**config.mk**
```make
export PLATFORM = sky130hd
export DESIGN_NAME = stfs_top
export DESIGN_NICKNAME = d
export VERILOG_FILES = /design/src/stfs_pkg.sv /design/src/stfs_top.sv
export VERILOG_INCLUDE_DIRS = /design/src
export SDC_FILE = /design/constraint.sdc
export NUM_CORES = 1
export LEC_CHECK = 0
export CAP_MARGIN = 10
export CORE_ASPECT_RATIO = 0.9
export CORE_MARGIN = 4
export CORE_UTILIZATION = 65
export CTS_BUF_LIST = sky130_fd_sc_hd__clkbuf_8
export DETAILED_ROUTE_END_ITERATION = 16
export DONT_BUFFER_PORTS = 1
export PLACE_DENSITY = 0.91
export SLEW_MARGIN = 15
export SYNTH_ARGS = -nofsm -noshare
export SYNTH_HDL_FRONTEND = slang
export SYNTH_SLANG_ARGS = --single-unit
```
**constraint.sdc**
```tcl
create_clock -name aclk -period 2.5 [get_ports aclk]
set_input_delay 0 -clock aclk [delete_from_list [all_inputs] [get_ports aclk]]
set_output_delay 0 -clock aclk [all_outputs]
set_load 0.05 [all_outputs]
```
**src/stfs_map.svh**
```systemverilog
`ifndef STFS_MAP_SVH
`define STFS_MAP_SVH
`define STFS_CLK_MHZ        50
`define STFS_HOT_NS         5000
`define STFS_BAT_NS         3500
`define STFS_PUMP_NS        4000
`define STFS_AR_US          64000
`define STFS_HOT_CYC        ((`STFS_HOT_NS * `STFS_CLK_MHZ + 999) / 1000)
`define STFS_BAT_CYC        ((`STFS_BAT_NS * `STFS_CLK_MHZ + 999) / 1000)
`define STFS_PUMP_CYC       ((`STFS_PUMP_NS * `STFS_CLK_MHZ + 999) / 1000)
`define STFS_AR_CYC         (`STFS_AR_US * `STFS_CLK_MHZ)
`define STFS_NCH            4
`define STFS_A_CTRL         12'h000
`define STFS_A_QSTAT        12'h004
`define STFS_A_CHST0        12'h008
`define STFS_A_STEP         4
`define STFS_A_DSTAT        12'h018
`define STFS_A_RAW          12'h01C
`define STFS_B_PUMP         4
`define STFS_B_SUM          5
`define STFS_B_MODE         8
`define STFS_B_LOW          0
`define STFS_B_HIGH         1
`define STFS_B_HOT          0
`define STFS_B_ON           1
`define STFS_RESP_OK        2'b00
`define STFS_RESP_ERR       2'b10
`endif

```
**src/stfs_pkg.sv**
```systemverilog
package stfs_pkg;
	typedef enum logic [1:0] {
		STFS_IDLE,
		STFS_RESP
	} stfs_bus_t;
endpackage : stfs_pkg

```
**src/stfs_top.sv**
```systemverilog
`timescale 1ns/1ps
`include "stfs_map.svh"
module stfs_top #(
	parameter int unsigned AR_CYCLES = `STFS_AR_CYC
) (
	input  wire logic        aclk,
	input  wire logic        aresetn,
	input  wire logic [11:0] s_axi_awaddr,
	input  wire logic        s_axi_awvalid,
	output logic             s_axi_awready,
	input  wire logic [31:0] s_axi_wdata,
	input  wire logic [3:0]  s_axi_wstrb,
	input  wire logic        s_axi_wvalid,
	output logic             s_axi_wready,
	output logic [1:0]       s_axi_bresp,
	output logic             s_axi_bvalid,
	input  wire logic        s_axi_bready,
	input  wire logic [11:0] s_axi_araddr,
	input  wire logic        s_axi_arvalid,
	output logic             s_axi_arready,
	output logic [31:0]      s_axi_rdata,
	output logic [1:0]       s_axi_rresp,
	output logic             s_axi_rvalid,
	input  wire logic        s_axi_rready,
	input  wire logic [3:0]  overtemp_raw,
	input  wire logic        battery_low_raw,
	input  wire logic        battery_high_raw,
	input  wire logic        pump_invalid_raw,
	input  wire logic        fail_mode,
	output logic [3:0]       out_enable,
	output logic [3:0]       inrush_restart
);
	import stfs_pkg::*;

	localparam int NCH = `STFS_NCH;
	localparam logic [15:0] HOT_TC  = 16'(`STFS_HOT_CYC);
	localparam logic [15:0] BAT_TC  = 16'(`STFS_BAT_CYC);
	localparam logic [15:0] PUMP_TC = 16'(`STFS_PUMP_CYC);
	localparam logic [31:0] AR_TC   = 32'(AR_CYCLES);

	////////////////////////////////////////////////////////////////
	// Input synchronisers
	logic [7:0] sync1_reg;
	logic [7:0] sync2_reg;
	logic [7:0] raw_in;
	assign raw_in = {fail_mode, pump_invalid_raw, battery_high_raw, battery_low_raw, overtemp_raw};
	// Two-stage sync of all fault and mode pins
	always_ff @(posedge aclk) begin
		if (!aresetn) begin
			sync1_reg <= 8'h00;
			sync2_reg <= 8'h00;
		end else begin
			sync1_reg <= raw_in;
			sync2_reg <= sync1_reg;
		end
	end
	logic [3:0] ot_s;
	logic       low_s;
	logic       high_s;
	logic       pump_s;
	logic       fail_s;
	assign ot_s   = sync2_reg[3:0];
	assign low_s  = sync2_reg[4];
	assign high_s = sync2_reg[5];
	assign pump_s = sync2_reg[6];
	assign fail_s = sync2_reg[7];

	////////////////////////////////////////////////////////////////
	// Deglitch filters: index 0..3 overtemp, 4 low, 5 pump
	logic [5:0] flt_in;
	logic [5:0] flt_ok;
	assign flt_in = {pump_s, low_s, ot_s};
	genvar g;
	generate
		for (g = 0; g < 6; g++) begin : g_flt
			logic [15:0] cnt_reg;
			logic [15:0] tc;
			assign tc = (g < NCH) ? HOT_TC : ((g == NCH) ? BAT_TC : PUMP_TC);
			always_ff @(posedge aclk) begin
				if (!aresetn)
					cnt_reg <= 16'h0000;
				else if (!flt_in[g])
					cnt_reg <= 16'h0000;
				else if (cnt_reg != tc)
					cnt_reg <= cnt_reg + 16'h0001;
			end
			assign flt_ok[g] = (cnt_reg == tc);
		end
	endgenerate
	logic [3:0] hot_ev;
	logic       low_ev;
	logic       pump_ev;
	// Filter outputs stay high while the raw fault stays steady
	assign hot_ev  = flt_ok[3:0];
	assign low_ev  = flt_ok[4];
	assign pump_ev = flt_ok[5];

	////////////////////////////////////////////////////////////////
	// AXI4-Lite slave
	stfs_bus_t  wst_reg;
	stfs_bus_t  rst_reg;
	logic [11:0] awaddr_reg;
	logic [31:0] wdata_reg;
	logic [3:0]  wstrb_reg;
	logic        aw_have_reg;
	logic        w_have_reg;
	logic        wr_fire;
	logic        rd_fire;
	logic [11:0] rd_addr;
	assign s_axi_awready = (wst_reg == STFS_IDLE) && !aw_have_reg;
	assign s_axi_wready  = (wst_reg == STFS_IDLE) && !w_have_reg;
	assign s_axi_arready = (rst_reg == STFS_IDLE);
	assign wr_fire = (wst_reg == STFS_IDLE) && aw_have_reg && w_have_reg;
	assign rd_fire = s_axi_arvalid && s_axi_arready;
	assign rd_addr = s_axi_araddr;
	// Write address and data capture, either order
	always_ff @(posedge aclk) begin
		if (!aresetn) begin
			aw_have_reg <= 1'b0;
			w_have_reg  <= 1'b0;
			awaddr_reg  <= 12'h000;
			wdata_reg   <= 32'h00000000;
			wstrb_reg   <= 4'h0;
		end else if (wr_fire) begin
			aw_have_reg <= 1'b0;
			w_have_reg  <= 1'b0;
		end else begin
			if (s_axi_awvalid && s_axi_awready) begin
				aw_have_reg <= 1'b1;
				awaddr_reg  <= s_axi_awaddr;
			end
			if (s_axi_wvalid && s_axi_wready) begin
				w_have_reg <= 1'b1;
				wdata_reg  <= s_axi_wdata;
				// Strobes kept with the data; the master may drop them once taken
				wstrb_reg  <= s_axi_wstrb;
			end
		end
	end
	logic wr_ctrl;
	assign wr_ctrl = wr_fire && (awaddr_reg == `STFS_A_CTRL);
	// Write response
	always_ff @(posedge aclk) begin
		if (!aresetn) begin
			wst_reg     <= STFS_IDLE;
			s_axi_bvalid <= 1'b0;
			s_axi_bresp  <= `STFS_RESP_OK;
		end else begin
			unique case (wst_reg)
				STFS_IDLE: begin
					if (wr_fire) begin
						wst_reg      <= STFS_RESP;
						s_axi_bvalid <= 1'b1;
						s_axi_bresp  <= (awaddr_reg == `STFS_A_CTRL) ? `STFS_RESP_OK
							: `STFS_RESP_ERR;
					end
				end
				STFS_RESP: begin
					if (s_axi_bready) begin
						wst_reg      <= STFS_IDLE;
						s_axi_bvalid <= 1'b0;
					end
				end
			endcase
		end
	end

	////////////////////////////////////////////////////////////////
	// Fault flags and output control
	logic [3:0] hot_flag_reg;
	logic       low_flag_reg;
	logic       high_flag_reg;
	logic       pump_flag_reg;
	logic [3:0] on_cmd_reg;
	logic [3:0] hot_lock_reg;
	logic       low_lock_reg;
	logic       fail_prev_reg;
	logic [31:0] ar_cnt_reg;
	logic       on_wr;
	logic       summary;
	logic [3:0] rd_chst;
	logic       rd_q;
	logic       rd_d;
	logic       mode_edge;
	logic       ar_fire;
	assign summary   = low_flag_reg | high_flag_reg | pump_flag_reg;
	assign rd_q      = rd_fire && (rd_addr == `STFS_A_QSTAT);
	assign rd_d      = rd_fire && (rd_addr == `STFS_A_DSTAT);
	assign mode_edge = fail_s != fail_prev_reg;
	assign ar_fire   = fail_s && (ar_cnt_reg == AR_TC - 32'h1);
	// Control write whose low byte carries the ON bits
	assign on_wr     = wr_ctrl && wstrb_reg[0];
	generate
		for (g = 0; g < NCH; g++) begin : g_rd
			assign rd_chst[g] = rd_fire
				&& (rd_addr == 12'(`STFS_A_CHST0 + `STFS_A_STEP * g));
		end
	endgenerate

	// Status flags: set wins over read clear
	always_ff @(posedge aclk) begin
		if (!aresetn) begin
			hot_flag_reg  <= 4'h0;
			low_flag_reg  <= 1'b0;
			high_flag_reg <= 1'b0;
			pump_flag_reg <= 1'b0;
		end else begin
			hot_flag_reg <= hot_ev | (hot_flag_reg & ~(rd_chst & ~ot_s));
			low_flag_reg <= low_ev | (low_flag_reg & ~(rd_d & !low_s));
			high_flag_reg <= high_s | (high_flag_reg & ~(rd_d & !high_s));
			pump_flag_reg <= pump_ev | (pump_flag_reg & ~(rd_q & !pump_s));
		end
	end

	// Autorestart timer, Fail mode only
	always_ff @(posedge aclk) begin
		if (!aresetn) begin
			ar_cnt_reg    <= 32'h0;
			fail_prev_reg <= 1'b0;
		end else begin
			fail_prev_reg <= fail_s;
			if (!fail_s || !low_lock_reg || ar_fire)
				ar_cnt_reg <= 32'h0;
			else
				ar_cnt_reg <= ar_cnt_reg + 32'h1;
		end
	end

	// ON commands and shutdown locks
	always_ff @(posedge aclk) begin
		if (!aresetn) begin
			on_cmd_reg   <= 4'h0;
			hot_lock_reg <= 4'h0;
			low_lock_reg <= 1'b0;
		end else begin
			if (on_wr)
				on_cmd_reg <= wdata_reg[3:0];
			// per-channel lock
			// A lock outlives the fault, so a stale ON bit cannot restart it
			for (int i = 0; i < NCH; i++) begin
				if (hot_ev[i])
					hot_lock_reg[i] <= 1'b1;
				else if (fail_s ? mode_edge
					: (on_wr && wdata_reg[i] && !ot_s[i]))
					hot_lock_reg[i] <= 1'b0;
				else if (mode_edge)
					hot_lock_reg[i] <= 1'b0;
			end
			// global low lock
			// In Normal mode any nonzero ON write re-arms all outputs once the supply is back; Fail mode waits for the autorestart
			if (low_ev)
				low_lock_reg <= 1'b1;
			else if (fail_s ? (ar_fire && !low_s)
				: (on_wr && (wdata_reg[3:0] != 4'h0) && !low_s))
				low_lock_reg <= 1'b0;
		end
	end

	// Output drive and inrush restart pulse
	logic [3:0] en_next;
	always_comb begin
		// pump fault gates all outputs
		// Filter outputs gate too, so shutdown does not wait for the lock
		en_next = (pump_ev || low_ev || low_lock_reg) ? 4'h0
			: (on_cmd_reg & ~hot_lock_reg & ~hot_ev);
	end
	// Registered drive; a turn-on starts a fresh inrush window
	always_ff @(posedge aclk) begin
		if (!aresetn) begin
			out_enable     <= 4'h0;
			inrush_restart <= 4'h0;
		end else begin
			out_enable    <= en_next;
			inrush_restart <= en_next & ~out_enable;
		end
	end

	////////////////////////////////////////////////////////////////
	// Read channel
	logic [31:0] rd_val;
	always_comb begin
		rd_val = 32'h00000000;
		if (rd_addr == `STFS_A_CTRL)
			rd_val[3:0] = on_cmd_reg;
		else if (rd_addr == `STFS_A_QSTAT) begin
			rd_val[3:0] = hot_flag_reg;
			rd_val[`STFS_B_PUMP] = pump_flag_reg;
			rd_val[`STFS_B_SUM]  = summary;
			rd_val[`STFS_B_MODE] = fail_s;
		end else if (rd_addr == `STFS_A_DSTAT) begin
			rd_val[`STFS_B_LOW]  = low_flag_reg;
			rd_val[`STFS_B_HIGH] = high_flag_reg;
			rd_val[`STFS_B_SUM]  = summary;
		end else if (rd_addr == `STFS_A_RAW)
			rd_val[3:0] = out_enable;
		else begin
			for (int i = 0; i < NCH; i++) begin
				if (rd_addr == 12'(`STFS_A_CHST0 + `STFS_A_STEP * i)) begin
					rd_val[`STFS_B_HOT] = hot_flag_reg[i];
					rd_val[`STFS_B_ON]  = out_enable[i];
					rd_val[`STFS_B_SUM] = summary;
				end
			end
		end
	end
	logic rd_ok;
	assign rd_ok = (rd_addr == `STFS_A_CTRL) || (rd_addr == `STFS_A_QSTAT)
		|| (rd_addr == `STFS_A_DSTAT) || (rd_addr == `STFS_A_RAW) || (rd_chst != 4'h0);
	// Read response
	always_ff @(posedge aclk) begin
		if (!aresetn) begin
			rst_reg      <= STFS_IDLE;
			s_axi_rvalid <= 1'b0;
			s_axi_rdata  <= 32'h00000000;
			s_axi_rresp  <= `STFS_RESP_OK;
		end else begin
			unique case (rst_reg)
				STFS_IDLE: begin
					if (rd_fire) begin
						rst_reg      <= STFS_RESP;
						s_axi_rvalid <= 1'b1;
						s_axi_rdata  <= rd_val;
						s_axi_rresp  <= rd_ok ? `STFS_RESP_OK : `STFS_RESP_ERR;
					end
				end
				STFS_RESP: begin
					if (s_axi_rready) begin
						rst_reg      <= STFS_IDLE;
						s_axi_rvalid <= 1'b0;
					end
				end
			endcase
		end
	end
endmodule : stfs_top

```
# Word level (Yosys, flattened, before mapping)
# Cells that the tools add are included.
# totals
register_bits	205
latchBits	0
ramBits	0
mem_bits_ro	0
inputBits	75
output_inout_bits	49
word_cells	218
mem_count	0
# classes
n_addsub	7
n_mul	0
n_div	0
order_cmp	0
n_eq_ne	27
n_shift	0
mux	52
bitwise	27
n_reduce_logical	71
# ops
cell	n
$add A16 B1 Y16 const B	6
$eq A16 B8 Y1 const B	6
$ne A16 B8 Y1 const B	6
$eq A12 B5 Y1 const B	4
$add A32 B1 Y32 const B	1
$eq A32 B22 Y1 const B	1
$mux W1	30
$mux W2	15
$logic_and A1 B1 Y1	27
$eq A12 B4 Y1 const B	2
$logic_not A12 Y1	2
$reduce_and A2 Y1	12
$and A4 B4 Y4	5
$not A4 Y4	5
$eq A12 B3 Y1 const B	1
$mux W4	3
$reduce_bool A3 Y1	4
$logic_not A1 Y1	11
$logic_or A1 B1 Y1	8
$pmux W2 S2	2
$reduce_bool A4 Y1	2
$and A1 B1 Y1	6
$ne A2 B2 Y1 const B	3
$not A1 Y1	5
other kinds (9)	17

# Depth between registers and ports, before layout
# Gate-level depths: netlist of run 1.
# depth
depth_word	10
depth_mapped	9

# Worst setup path before layout of run 1
# Ideal clock, no wire load.
# synth_timing
kind	flip-flop to flip-flop
from	reg, netlist name s_axi_bvalid
to	reg wdata_reg[0]
t_arrival_ns	2.004
required_time_ns	2.384
slack_ns	0.380
stages_incl_launch_ff	6
n_path_buf	1
period_less_slack_ns	2.120
cell_sequence	dfxtp_1 -> nor2_1 -> and2_1 -> clkbuf_1 -> mux2i_1 -> nor2b_1
# synth_lines
element	line	source
to (signal assigned)	stfs_top.sv:134	wdata_reg <= s_axi_wdata;
to (decl)	stfs_top.sv:103	logic [31:0] wdata_reg;

==> summary.md, run 1 <==
For this run, the slowest stage of the critical path takes 0.85 ns. The synthesized design contains 0 enable-type register cells. Traced cell by cell, the critical path runs through nor2_1 > and2_1 > nand2_1 > a21boi_0. Clock network latency to the later pin of the worst-skew pair: 0.47 ns.

The flow ran to the end, and the final reports show no timing, DRC or antenna violations. Power comes to 5.771 mW. The number of clock buffers added by TritonCTS is 17. The worst setup path is launched from a flop. The layout overhead on the synthesized area is 10.47%. A synthesized cell averages 8.693 um^2. The summed negative setup slack over all endpoints is 0 ns, and the count of state elements after synthesis is 199. The leakage dissipation came out at 3.279 nW. Setup repair after global routing left no endpoint under its margin. Clock network fraction of design power: 37.3%. Clock slew seen by the registers of the worst setup and hold paths: 0.10 ns. Of all cell types, the one taking the most synthesized area is sky130_fd_sc_hd__dfxtp_1. For the sequential fraction of design power, the log shows 56.4%. The region available for standard cell placement spans 13360 um^2. For the count of filler cells inserted in the layout, the log shows 939. Sequential cells were found to cover 44.97% of the synthesized design area.

The tools report the endpoint arrival time on the critical path as 2.69 ns. For this configuration, the core starts out at a cell density of 66.29%. The tools report the cell count after synthesis as 1019.

The endpoint identified for the worst register-to-register timing path is awaddr_reg[7]. The run gives 0.8676 as the last weighted congestion value of the routability-driven placer. For the reg-to-reg setup timing slack, the log shows 0.20 ns. The leftover overflow at the end of global routing was 0; the total count of hold-check failures in the final report was 0.

The final max-slew violation count was 0. Clock tree buffer depth: 2. The number of antenna diodes was 0. The register with the most flip-flops in the layout has 96 of them. The first global-routing pass estimated 32460 um of wire. The first TritonRoute pass finished after 5 iterations. In this run the worst path has a maximum fanout of 13. The final setup skew was 0.01529 ns. Cell with the biggest individual delay on the critical path: sky130_fd_sc_hd__nor2_1. The summed instance area of the synthesized netlist was 8858 um^2. The tools report the hold path startpoint as s_axi_araddr[2].

The area of the die is 15560 um^2, and the site row count is 40. The logs give 7222 for the vias after detailed routing and 1145 for the number of nets in the layout. The most used flip-flop cell after synthesis is sky130_fd_sc_hd__dfxtp_1.

Routed length per instance: 15.50 um. The worst setup path is captured at a flop. The final routed DRC violation total was 0. The initial antenna violation count is 0. After synthesis, the share of flip-flops with an asynchronous set or reset is 0%. The path category of the worst min-delay check was input pin to flop. The top-area cell type share of the netlist area is 44.97%, and the clock sink count is 199. The highest clock rate was 435.5 MHz; the via count normalized by instance count was 5.834. The maximum VDD drop was 783.7 uV; the remaining antenna violation count was 0. The root buffer cell was sky130_fd_sc_hd__clkbuf_8. TritonCTS built the clock tree.

The kind of cell with the highest combined delay along the critical path is simple AND/OR/NAND/NOR gates. The critical register-to-register path startpoint was s_axi_bvalid. Summed over all nets, the half-perimeter wirelength after detailed placement is 12270 um. For the number of setup violations in the final report, the log shows 0. The H-tree was split into 4 levels.

For the pin with the worst max-slew slack, the measured transition is 0.9859 ns. In the post-synthesis netlist, the biggest area contributors are sky130_fd_sc_hd__dfxtp_1 (45%), sky130_fd_sc_hd__nor2_1 (5.4%), sky130_fd_sc_hd__xor2_1 (4.9%). Worst max-slew margin expressed relative to the limit: 34.03%. The tools report the switching power as 1.375 mW.

Most used standard cell by instance count after synthesis: sky130_fd_sc_hd__dfxtp_1. The routed design has 19190 um of wire. Sorting the synthesized cells by how often they occur yields sky130_fd_sc_hd__dfxtp_1 (199), sky130_fd_sc_hd__nor2_1 (128), sky130_fd_sc_hd__nand2_1 (103). The total of buffers placed on input and output ports is 0, and the post-CTS setup-driven buffer insertion count is 0. The tools report the worst hold path endpoint as s_axi_rdata[1]. The share of the cycle needed by the critical path after routing came out at 91.84%.

In this run switching power makes up 23.83% of total power. The floorplan step set the die width to 131.1 um. Global routing consumed, over all layers together, 25.45% of the routing resources. The worst endpoint required time came out at 2.89 ns. Entering global routing, the biggest net connects 67 pins.

The count of warnings emitted by yosys was 0; the fraction of final layout cells sized beyond drive strength 1 was 4.486%. Along the worst hold path, the cell count comes to 4. The critical path contains buffers and inverters numbering 0 combined. In this run the power density over the cells is 589.8 nW/um^2.

In this run the vertical extent of the chip is 118.8 um. The share of total power in combinational logic came out at 6.3%. The worst setup path is of the flop to flop kind. The worst path in the final design needs a cycle of 2.296 ns, including I/O delays and setup. Across the run, the number of max-cap violations was 0. For the via count of the first global-routing pass, the log shows 6862.

124 I/O pins were placed. The internal power of the cells totals 4.396 mW. Measured in cells, the most critical reg-to-reg path has a length of 4. For the count of routing violations after the opening detailed-route iteration, the log shows 577. The tools report the number of distinct library cells after synthesis as 51.
[what timing repair did]
action / CTS / global route
endpoints found under the hold margin: 71 / 0
resized for setup: 0 / 0
hold buffers: 47 / 0
[kinds of logic (layout without fill, tap and decap cells)]
logic type | Yosys count | after routing | share of synthesized area, %
and+or+nand+nor | 505 | 505 | 29.51
DFF | 199 | 199 | 44.97
muxes | 15 | 15 | 1.709
adders and majority gates | 13 | 13 | 1.808
xor gates and xnor gates | 91 | 91 | 8.997
AOI/OAI and AO/OA | 108 | 108 | 7.853
buffers and inverters | 87 | 112 | 5.113
other | 1 | 27 | 0.04233
[layout by cell type, fill, tap and decap left out, types with 4 or more instances in the layout]
cell type,count
sky130_fd_sc_hd__o21ai_0,26
sky130_fd_sc_hd__nor3_1,26
sky130_fd_sc_hd__a211oi_1,5
sky130_fd_sc_hd__nand3_1,57
sky130_fd_sc_hd__ha_1,12
sky130_fd_sc_hd__a31oi_1,6
sky130_fd_sc_hd__and4_1,18
sky130_fd_sc_hd__or3b_1,4
sky130_fd_sc_hd__nor2b_1,11
sky130_fd_sc_hd__xnor2_1,41
sky130_fd_sc_hd__a32o_1,4
sky130_fd_sc_hd__mux2i_1,14
sky130_fd_sc_hd__nor2_1,128
sky130_fd_sc_hd__nand4_1,39
sky130_fd_sc_hd__clkbuf_8,20
sky130_fd_sc_hd__and2_1,23
sky130_fd_sc_hd__a21boi_0,22
sky130_fd_sc_hd__or3_1,18
sky130_fd_sc_hd__conb_1,27
sky130_fd_sc_hd__xor2_1,50
sky130_fd_sc_hd__dlygate4sd3_1,46
sky130_fd_sc_hd__inv_1,24
sky130_fd_sc_hd__and3_1,11
sky130_fd_sc_hd__nand2b_1,11
sky130_fd_sc_hd__nor4_1,24
sky130_fd_sc_hd__nor4b_1,10
sky130_fd_sc_hd__o31ai_1,4
sky130_fd_sc_hd__nand2_1,103
sky130_fd_sc_hd__dfxtp_1,199
sky130_fd_sc_hd__a21oi_1,30
sky130_fd_sc_hd__nor3b_1,6
sky130_fd_sc_hd__buf_4,11
sky130_fd_sc_hd__nand3b_1,8
[cell type report]
| class | count | area [um^2] | share of cell area [%] |
|---|---|---|---|
| Timing Repair Buffer | 58 | 563.0 | 5.754 |
| Inverter | 23 | 86.33 | 0.8822 |
| Multi-Input combinational cell | 759 | 4519 | 46.18 |
| Tap cell | 168 | 210.2 | 2.148 |
| Clock inverter | 11 | 147.6 | 1.509 |
| Clock buffer | 20 | 275.3 | 2.813 |
| Sequential cell | 199 | 3984 | 40.71 |
[worst register-to-register path, cell delays in order (launching register included)]
cell	delay, ns
sky130_fd_sc_hd__dfxtp_1	0.51
sky130_fd_sc_hd__nor2_1	0.85
sky130_fd_sc_hd__and2_1	0.52
sky130_fd_sc_hd__nand2_1	0.14
sky130_fd_sc_hd__a21boi_0	0.20
[per-layer routing]
layer	vias to the layer above	routed length [um]	track usage, %
met1	3380	8178	32.56
li1	3565	-	-
met4	0	486	7.905
met2	233	9282	41.24
met3	44	1243	7.366
met5	-	0	0
[worst max-delay path by stage]
| stage | cells after the start | startpoint | endpoint |
|---|---|---|---|
| finish | 4 | s_axi_bvalid | awaddr_reg[7] |
| global route | 4 | s_axi_bvalid | awaddr_reg[2] |
| CTS | 4 | s_axi_bvalid | awaddr_reg[5] |
| detailed placement | 4 | s_axi_bvalid | awaddr_reg[2] |
| global placement | 4 | s_axi_bvalid | awaddr_reg[11] |
| floorplan | 5 | s_axi_bvalid | wdata_reg[0] |
[power by group through the flow]
stage / Combinational (mW) / Sequential [mW] / Clock, mW
global route: 0.391 / 3.26 / 2.33
finish: 0.363 / 3.26 / 2.15
detailed placement: 0.273 / 3.33 / 0
CTS: 0.353 / 3.25 / 2.16
global placement: 0.267 / 3.33 / 0
floorplan: 0.291 / 3.32 / 0
[stage by stage]
stage / instance area, um^2 / utilization (%) / setup WS [ns] / instances / hold slack [ns]
2_1_floorplan: 8956 / - / 0.3796 / 1045 / 0.1273
3_3_place_gp: 8882 / 66.47 / 0.3790 / 1160 / 0.1305
3_5_place_dp: 8882 / 66.47 / 0.3266 / 1160 / 0.1304
4_1_cts: 9786 / 73.23 / 0.3096 / 1238 / 0.001397
5_1_grt: 9786 / 73.23 / 0.05789 / 1238 / 0.02648
6_report: 9786 / 73.23 / 0.2039 / 1238 / 0.01467
No activity file was read; power rests on OpenSTA's default activity.
==> run 2, diff against run 1 <==
Settings changed: MAX_ROUTING_LAYER set to met4, REMOVE_ABC_BUFFERS set to 1.
==> summary.md, run 2 (synthesized netlist as in run 1, its figures left out) <==
The flow ran to the end, and the final reports show no timing, DRC or antenna violations. The nature of the critical path startpoint was a flop. The run gives 0 (unchanged) as the count of max-cap constraint violations. For the clock sink count, the log shows 199 (unchanged). The highest net fanout along the worst path was 11 (-2). The number of flip-flops in the largest register came out at 96 (unchanged). The total global-route track usage was 28.79% (+3.3 points); the vias after detailed routing was 7682 (+6.4%). The number of levels in the clock H-tree came out at 4 (unchanged). The number of antenna diodes was 0 (unchanged); the final max-slew violation count was 0 (unchanged). The path category of the worst min-delay check is input pin to flop. The post-CTS setup-driven buffer insertion count is 0 (unchanged). The leading cell type in the layout, fill and taps excluded is sky130_fd_sc_hd__dfxtp_1.

The logs give 6 (+1) for the first-pass iteration count of the detailed router and 511.9 uV (-35%) for the maximum VDD drop. The area growth from synthesis to layout is 12.23%. STA classifies the critical path endpoint as a flop. The fraction of final layout cells sized beyond drive strength 1 works out to 4.784% (+0.30 points). Setup repair after global routing left no endpoint under its margin.

The tools report the global-route wire length before repair as 35220 um (+8.5%). In the layout the commonest cells are sky130_fd_sc_hd__dfxtp_1 (199), sky130_fd_sc_hd__nor2_1 (128), sky130_fd_sc_hd__nand2_1 (103). The count of filler cells inserted in the layout is 875 (-6.8%), and the power density of the placed cells is 585.0 nW/um^2 (-0.81%).

The number of nets in the layout was 1162 (+1.5%). The tools report the count of routing violations after the opening detailed-route iteration as 912 (+58%). Clock tree buffer depth: 2 (unchanged). The highest clock rate was 429.3 MHz (-1.4%).

The share of the core filled with cells in the final layout is 74.40% (+1.2 points). The HPWL after detailed placement is 12250 um (-0.18%). The logs give 0 (unchanged) for the total count of hold-check failures in the final report and 15560 um^2 (unchanged) for the area of the die. The run gives 7340 (+7.0%) as the via count of the first global-routing pass. The routed length per instance works out to 17.04 um (+9.9%).

For the remaining antenna violation count, the log shows 0 (unchanged). The logs give 58.81% (+25 points) for the worst max-slew margin expressed relative to the limit and 0 ns (unchanged) for the summed negative setup slack over all endpoints. The shortest clock period the worst path allows after layout was 2.329 ns (+0.03341 ns); the clock slew seen by the registers of the worst setup and hold paths was 0.10 ns (about the same).

The total power draw is 5.816 mW (+0.77%), and the slew at the pin closest to its max-slew limit is 0.6170 ns (-0.3689 ns). The worst endpoint required time came out at 2.87 ns (-0.02 ns). The initial standard-cell utilization of the core is 66.29% (unchanged), and the total of buffers placed on input and output ports is 0 (unchanged). For the final routed DRC violation total, the log shows 0 (unchanged). The share of the cycle needed by the critical path after routing came out at 93.18% (+1.3 points). The via count normalized by instance count was 6.121 (+4.9%). The run gives 69 (+3.0%) as the pin count of the biggest net entering global routing. The tools report the number of setup violations in the final report as 0 (unchanged).

The tools report the site row count as 40 (unchanged). The critical path is of the flop to flop type. Last weighted congestion value of the routability-driven placer: 0.8600 (-0.88%). For the area of the placeable core, the log shows 13360 um^2 (unchanged). The number of top-level pins was 124 (unchanged). The tools report the clock buffer count from CTS as 17 (unchanged). The clock network latency to the later pin of the worst-skew pair was 0.49 ns (+0.02 ns). Number of instances in the placed design: 1162 (+0.17%). The root buffer cell was sky130_fd_sc_hd__clkbuf_8. The height of the die was 118.8 um (unchanged).

The initial antenna violation count was 0 (unchanged). The leftover overflow at the end of global routing was 0 (unchanged). Die span in x: 131.1 um (unchanged). Final setup skew: 0.01327 ns (-0.002019 ns). The logs give 3.324 nW (+1.4%) for the leakage dissipation and 2.70 ns (about the same) for the endpoint arrival time on the critical path. The total wire length after detailed routing was 21380 um (+11%). Post-layout instance count excluding filler cells: 1255 (+1.4%). TritonCTS built the clock tree.
[run 2: per-layer routing]
layer	share of wire [%]	up-vias	GRT usage, %
met5	0	-	-
met4	5.0	0	14.65
met3	7.9	114	7.817
met2	47	344	44.23
met1	40	3616	34.43
li1	-	3608	-
[run 2: area by class of cell]
type / instances / area [um^2] / share of cell area [%]
multi-input combinational: 759 / 4521 / 45.47
clock buffer: 17 / 234.0 / 2.353
sequential: 199 / 3984 / 40.07
timing repair buffer: 75 / 728.2 / 7.324
clock inverter: 14 / 178.9 / 1.800
inverter: 23 / 86.33 / 0.8684
tap: 168 / 210.2 / 2.114
[run 2: what timing repair did]
| action | CTS | global route |
|---|---|---|
| hold buffers | 61 | 1 |
| endpoints found under the setup margin | 0 | 3 |
| hold endpoints to repair | 72 | 1 |
| resized for setup | 0 | 1 |
[run 2: path summary, 6_finish.rpt]
check,to,depth (start not counted),startpoint,slack (ns)
worst max-delay path,ar_cnt_reg[31],5,ar_cnt_reg[2],0.17
worst min-delay path,g_flt[5].cnt_reg[13],2,aresetn,0.01
worst max register to register,ar_cnt_reg[31],5,ar_cnt_reg[2],0.17
worst min register to register,sync2_reg[7],1,sync1_reg[7],0.44
[run 2: critical path: stages (launching register included)]
cell	delay [ns]
sky130_fd_sc_hd__dfxtp_1	0.45
sky130_fd_sc_hd__and4_1	0.33
sky130_fd_sc_hd__nand4_1	0.53
sky130_fd_sc_hd__nor4_1	0.64
sky130_fd_sc_hd__xnor2_1	0.19
sky130_fd_sc_hd__nor2_1	0.06
[run 2: metrics by stage]
step	hold WS, ns	worst slack [ns]	area (um^2)
3_5_place_dp	0.1299	0.3608	8897
6_report	0.01024	0.1705	9942
3_3_place_gp	0.1274	0.4312	8897
4_1_cts	0.0001624	0.2653	9931
2_1_floorplan	0.1175	0.3936	8589
5_1_grt	0.02941	0.04505	9942
[run 2: power breakdown]
part           leakage (nW)  internal [mW]  switching (mW)  total, mW
Combinational          1.52          0.144           0.257      0.401
Sequential             1.61           3.21          0.0489       3.26
Clock                 0.198          0.991            1.16       2.15
Total                  3.32           4.35            1.47       5.82
==> run 3, diff against run 2 <==
Settings changed: BUFFER_PORTS_ARGS set to -buffer_cell sky130_fd_sc_hd__buf_2, CORE_UTILIZATION 65 to 49, DONT_BUFFER_PORTS 1 to not set, PLACE_DENSITY 0.91 to 0.8.
==> summary.md, run 3 (synthesized netlist as in run 1, its figures left out) <==
The run finished with clean final reports. The clock sink count is 199 (unchanged), and the height of the die is 135.6 um (+14%). The HPWL after detailed placement came out at 12640 um (+3.1%).

The number of instances in the placed design is 1296 (+12%). The clock tree buffer depth is 2 (unchanged). The count of routing violations after the opening detailed-route iteration was 357 (-61%); the routed length per instance was 13.41 um (-21%). The initial antenna violation count came out at 0 (unchanged). The top cell types in the final layout, fill and taps aside, are sky130_fd_sc_hd__dfxtp_1 (199), sky130_fd_sc_hd__nor2_1 (128), sky130_fd_sc_hd__nand2_1 (103).

For the last weighted congestion value of the routability-driven placer, the log shows 0.8777 (+2.1%). The run gives 3.454 nW (+3.9%) as the leakage dissipation. Critical path depth in cells: 6 (+1). For the minimum hold slack, the log shows 0.02948 ns (+0.01924 ns). The clock buffer count from CTS is 17 (unchanged), and the leftover overflow at the end of global routing is 0 (unchanged). The share of the cycle needed by the critical path after routing came out at 84.44% (-8.7 points). The number of cells upsized or downsized after cts is 0 (unchanged), and the number of setup violations in the final report is 0 (unchanged). TritonCTS built the clock tree.

The final setup skew came out at 0.01149 ns (-0.001779 ns). The run gives 0.3891 ns (+0.2186 ns) as the post-layout worst setup margin. The buffer and inverter count on the worst path works out to 0 (unchanged).

The number of instances on the worst hold path works out to 5 (+3). Setup repair after global routing left no endpoint under its margin. The worst endpoint required time came out at 2.84 ns (-0.03 ns). The post-placement cell area was 9290 um^2 (+4.4%). The power density of the placed cells is 562.5 nW/um^2 (-3.8%). Walking the worst path, the cells encountered are ha_1 > and4_1 > nand2_1 > or4_1 > o21bai_4 > nor2_1. The tools report the total wire length after detailed routing as 18230 um (-15%). The via count normalized by instance count is 5.281 (-14%), and the number of nets in the layout is 1193 (+2.7%).

The total power draw came out at 5.617 mW (-3.4%). The kind of end point of the critical path was a flop. The slew at the pin closest to its max-slew limit came out at 0.7126 ns (+0.09558 ns). The total global-route track usage was 18.70% (-10 points); the initial standard-cell utilization of the core was 50.13% (-16 points).

For the number of antenna diodes, the log shows 0 (unchanged). The shortest clock period the worst path allows after layout is 2.111 ns (-0.2186 ns). The number of top-level pins is 124 (unchanged), and the number of flip-flops in the largest register is 96 (unchanged). The global-route wire length before repair is 30620 um (-13%), and the die span in x is 149.7 um (+14%).

The run gives 0 (unchanged) as the final max-slew violation count. The pre-CTS worst setup slack was 0.3625 ns (+0.001713 ns). The logs give 2.45 ns (-0.25 ns) for the endpoint arrival time on the critical path and 6642 (-9.5%) for the via count of the first global-routing pass.

The remaining antenna violation count came out at 0 (unchanged). Clock tree synthesis selected as its root buffer the cell sky130_fd_sc_hd__clkbuf_8. Relative to the synthesized area, the layout overhead comes to 12.73%. The total of buffers placed on input and output ports was 65 (+65); the summed negative setup slack over all endpoints was 0 ns (unchanged). The library cell used most frequently in the layout, excluding fill and tap cells, is sky130_fd_sc_hd__dfxtp_1. The fraction of final layout cells sized beyond drive strength 1 is 10.10% (+5.3 points), and the worst max-slew margin expressed relative to the limit is 52.06% (-6.8 points). The logs give 0 (unchanged) for the post-CTS setup-driven buffer insertion count and 0 (unchanged) for the final routed DRC violation total. The worst setup path is of the flop to flop kind. The post-layout instance count excluding filler cells was 1359 (+8.3%). The clock slew seen by the registers of the worst setup and hold paths came out at 0.10 ns (about the same).

The kind of cell with the highest combined delay along the critical path is simple AND/OR/NAND/NOR gates. The largest stage delay on the critical path is 0.57 ns (-0.07 ns). The pin count of the biggest net entering global routing is 34 (-51%), and the vias after detailed routing is 7177 (-6.6%). The slowest stage of the critical path belongs to the cell sky130_fd_sc_hd__or4_1. The nature of the critical path startpoint is a flop. The path depth of the worst reg2reg path was 6 (+1); the highest clock rate was 473.7 MHz (+10%).

The cell area after layout is 9986 um^2 (+0.44%), and the maximum VDD drop is 341.5 uV (-33%). The share of the core filled with cells in the final layout is 56.51% (-18 points), and the area of the die is 20300 um^2 (+30%). The logs give 6 (unchanged) for the first-pass iteration count of the detailed router and 4 (unchanged) for the number of levels in the clock H-tree.

Clock network latency to the later pin of the worst-skew pair: 0.46 ns (-0.03 ns). Path category of the worst min-delay check: input pin to flop. The total count of hold-check failures in the final report is 0 (unchanged), and the highest net fanout along the worst path is 20 (+9).

The quantity of hold-fixing buffers added after cts is 31 (-49%), and the area of the placeable core is 17670 um^2 (+32%). The count of max-cap constraint violations was 0 (unchanged). The site row count came out at 46 (+15%).
run 3: changes by cell type in the layout (fill, tap and decap cells not counted):
cell                            delta
sky130_fd_sc_hd__bufinv_16         -2
sky130_fd_sc_hd__inv_8             +1
sky130_fd_sc_hd__and2_2            -1
sky130_fd_sc_hd__buf_4             -3
sky130_fd_sc_hd__clkbuf_8          +2
sky130_fd_sc_hd__dlygate4sd3_1    -30
sky130_fd_sc_hd__and2_1            +1
sky130_fd_sc_hd__buf_12            -1
sky130_fd_sc_hd__clkinv_2          +2
sky130_fd_sc_hd__clkinv_4          -1
sky130_fd_sc_hd__clkinvlp_4        -1
sky130_fd_sc_hd__buf_2            +65
run 3: path summary, 6_finish.rpt:
check	end	slack, ns	startpoint
min	s_axi_rdata[0]	0.03	s_axi_araddr[11]
min reg2reg	sync2_reg[4]	0.44	sync1_reg[4]
max reg2reg	ar_cnt_reg[5]	0.39	ar_cnt_reg[0]
max	ar_cnt_reg[5]	0.39	ar_cnt_reg[0]
run 3: worst min-delay path: cells and delay by family:
kind                   cells  cell delay (ns)
and+or+nand+nor            2             0.12
AOI/OAI and AO/OA          1             0.08
buffers and inverters      2             0.24
run 3: metal layers:
layer  GRT usage [%]  vias up  wire length (um)
met5               -        -                 0
met4           5.539        0               273
met3           3.847       22               694
met2           29.62      119              8584
met1           24.33     3374              8674
li1                -     3662                 -
run 3: area by class of cell:
class / instances / area (um^2)
sequential: 199 / 3984
inverter: 23 / 86.33
timing repair buffer: 106 / 710.7
fill: 1554 / 7684
tap: 240 / 300.3
clock buffer: 19 / 261.5
clock inverter: 13 / 123.9
multi-input combinational: 759 / 4519
run 3: power by group:
group / leakage, nW / total (mW) / internal (mW) / switching, mW
Sequential: 1.61 / 3.25 / 3.21 / 0.0346
Combinational: 1.65 / 0.389 / 0.129 / 0.259
Clock: 0.194 / 1.98 / 0.853 / 1.13
Total: 3.45 / 5.62 / 4.19 / 1.42
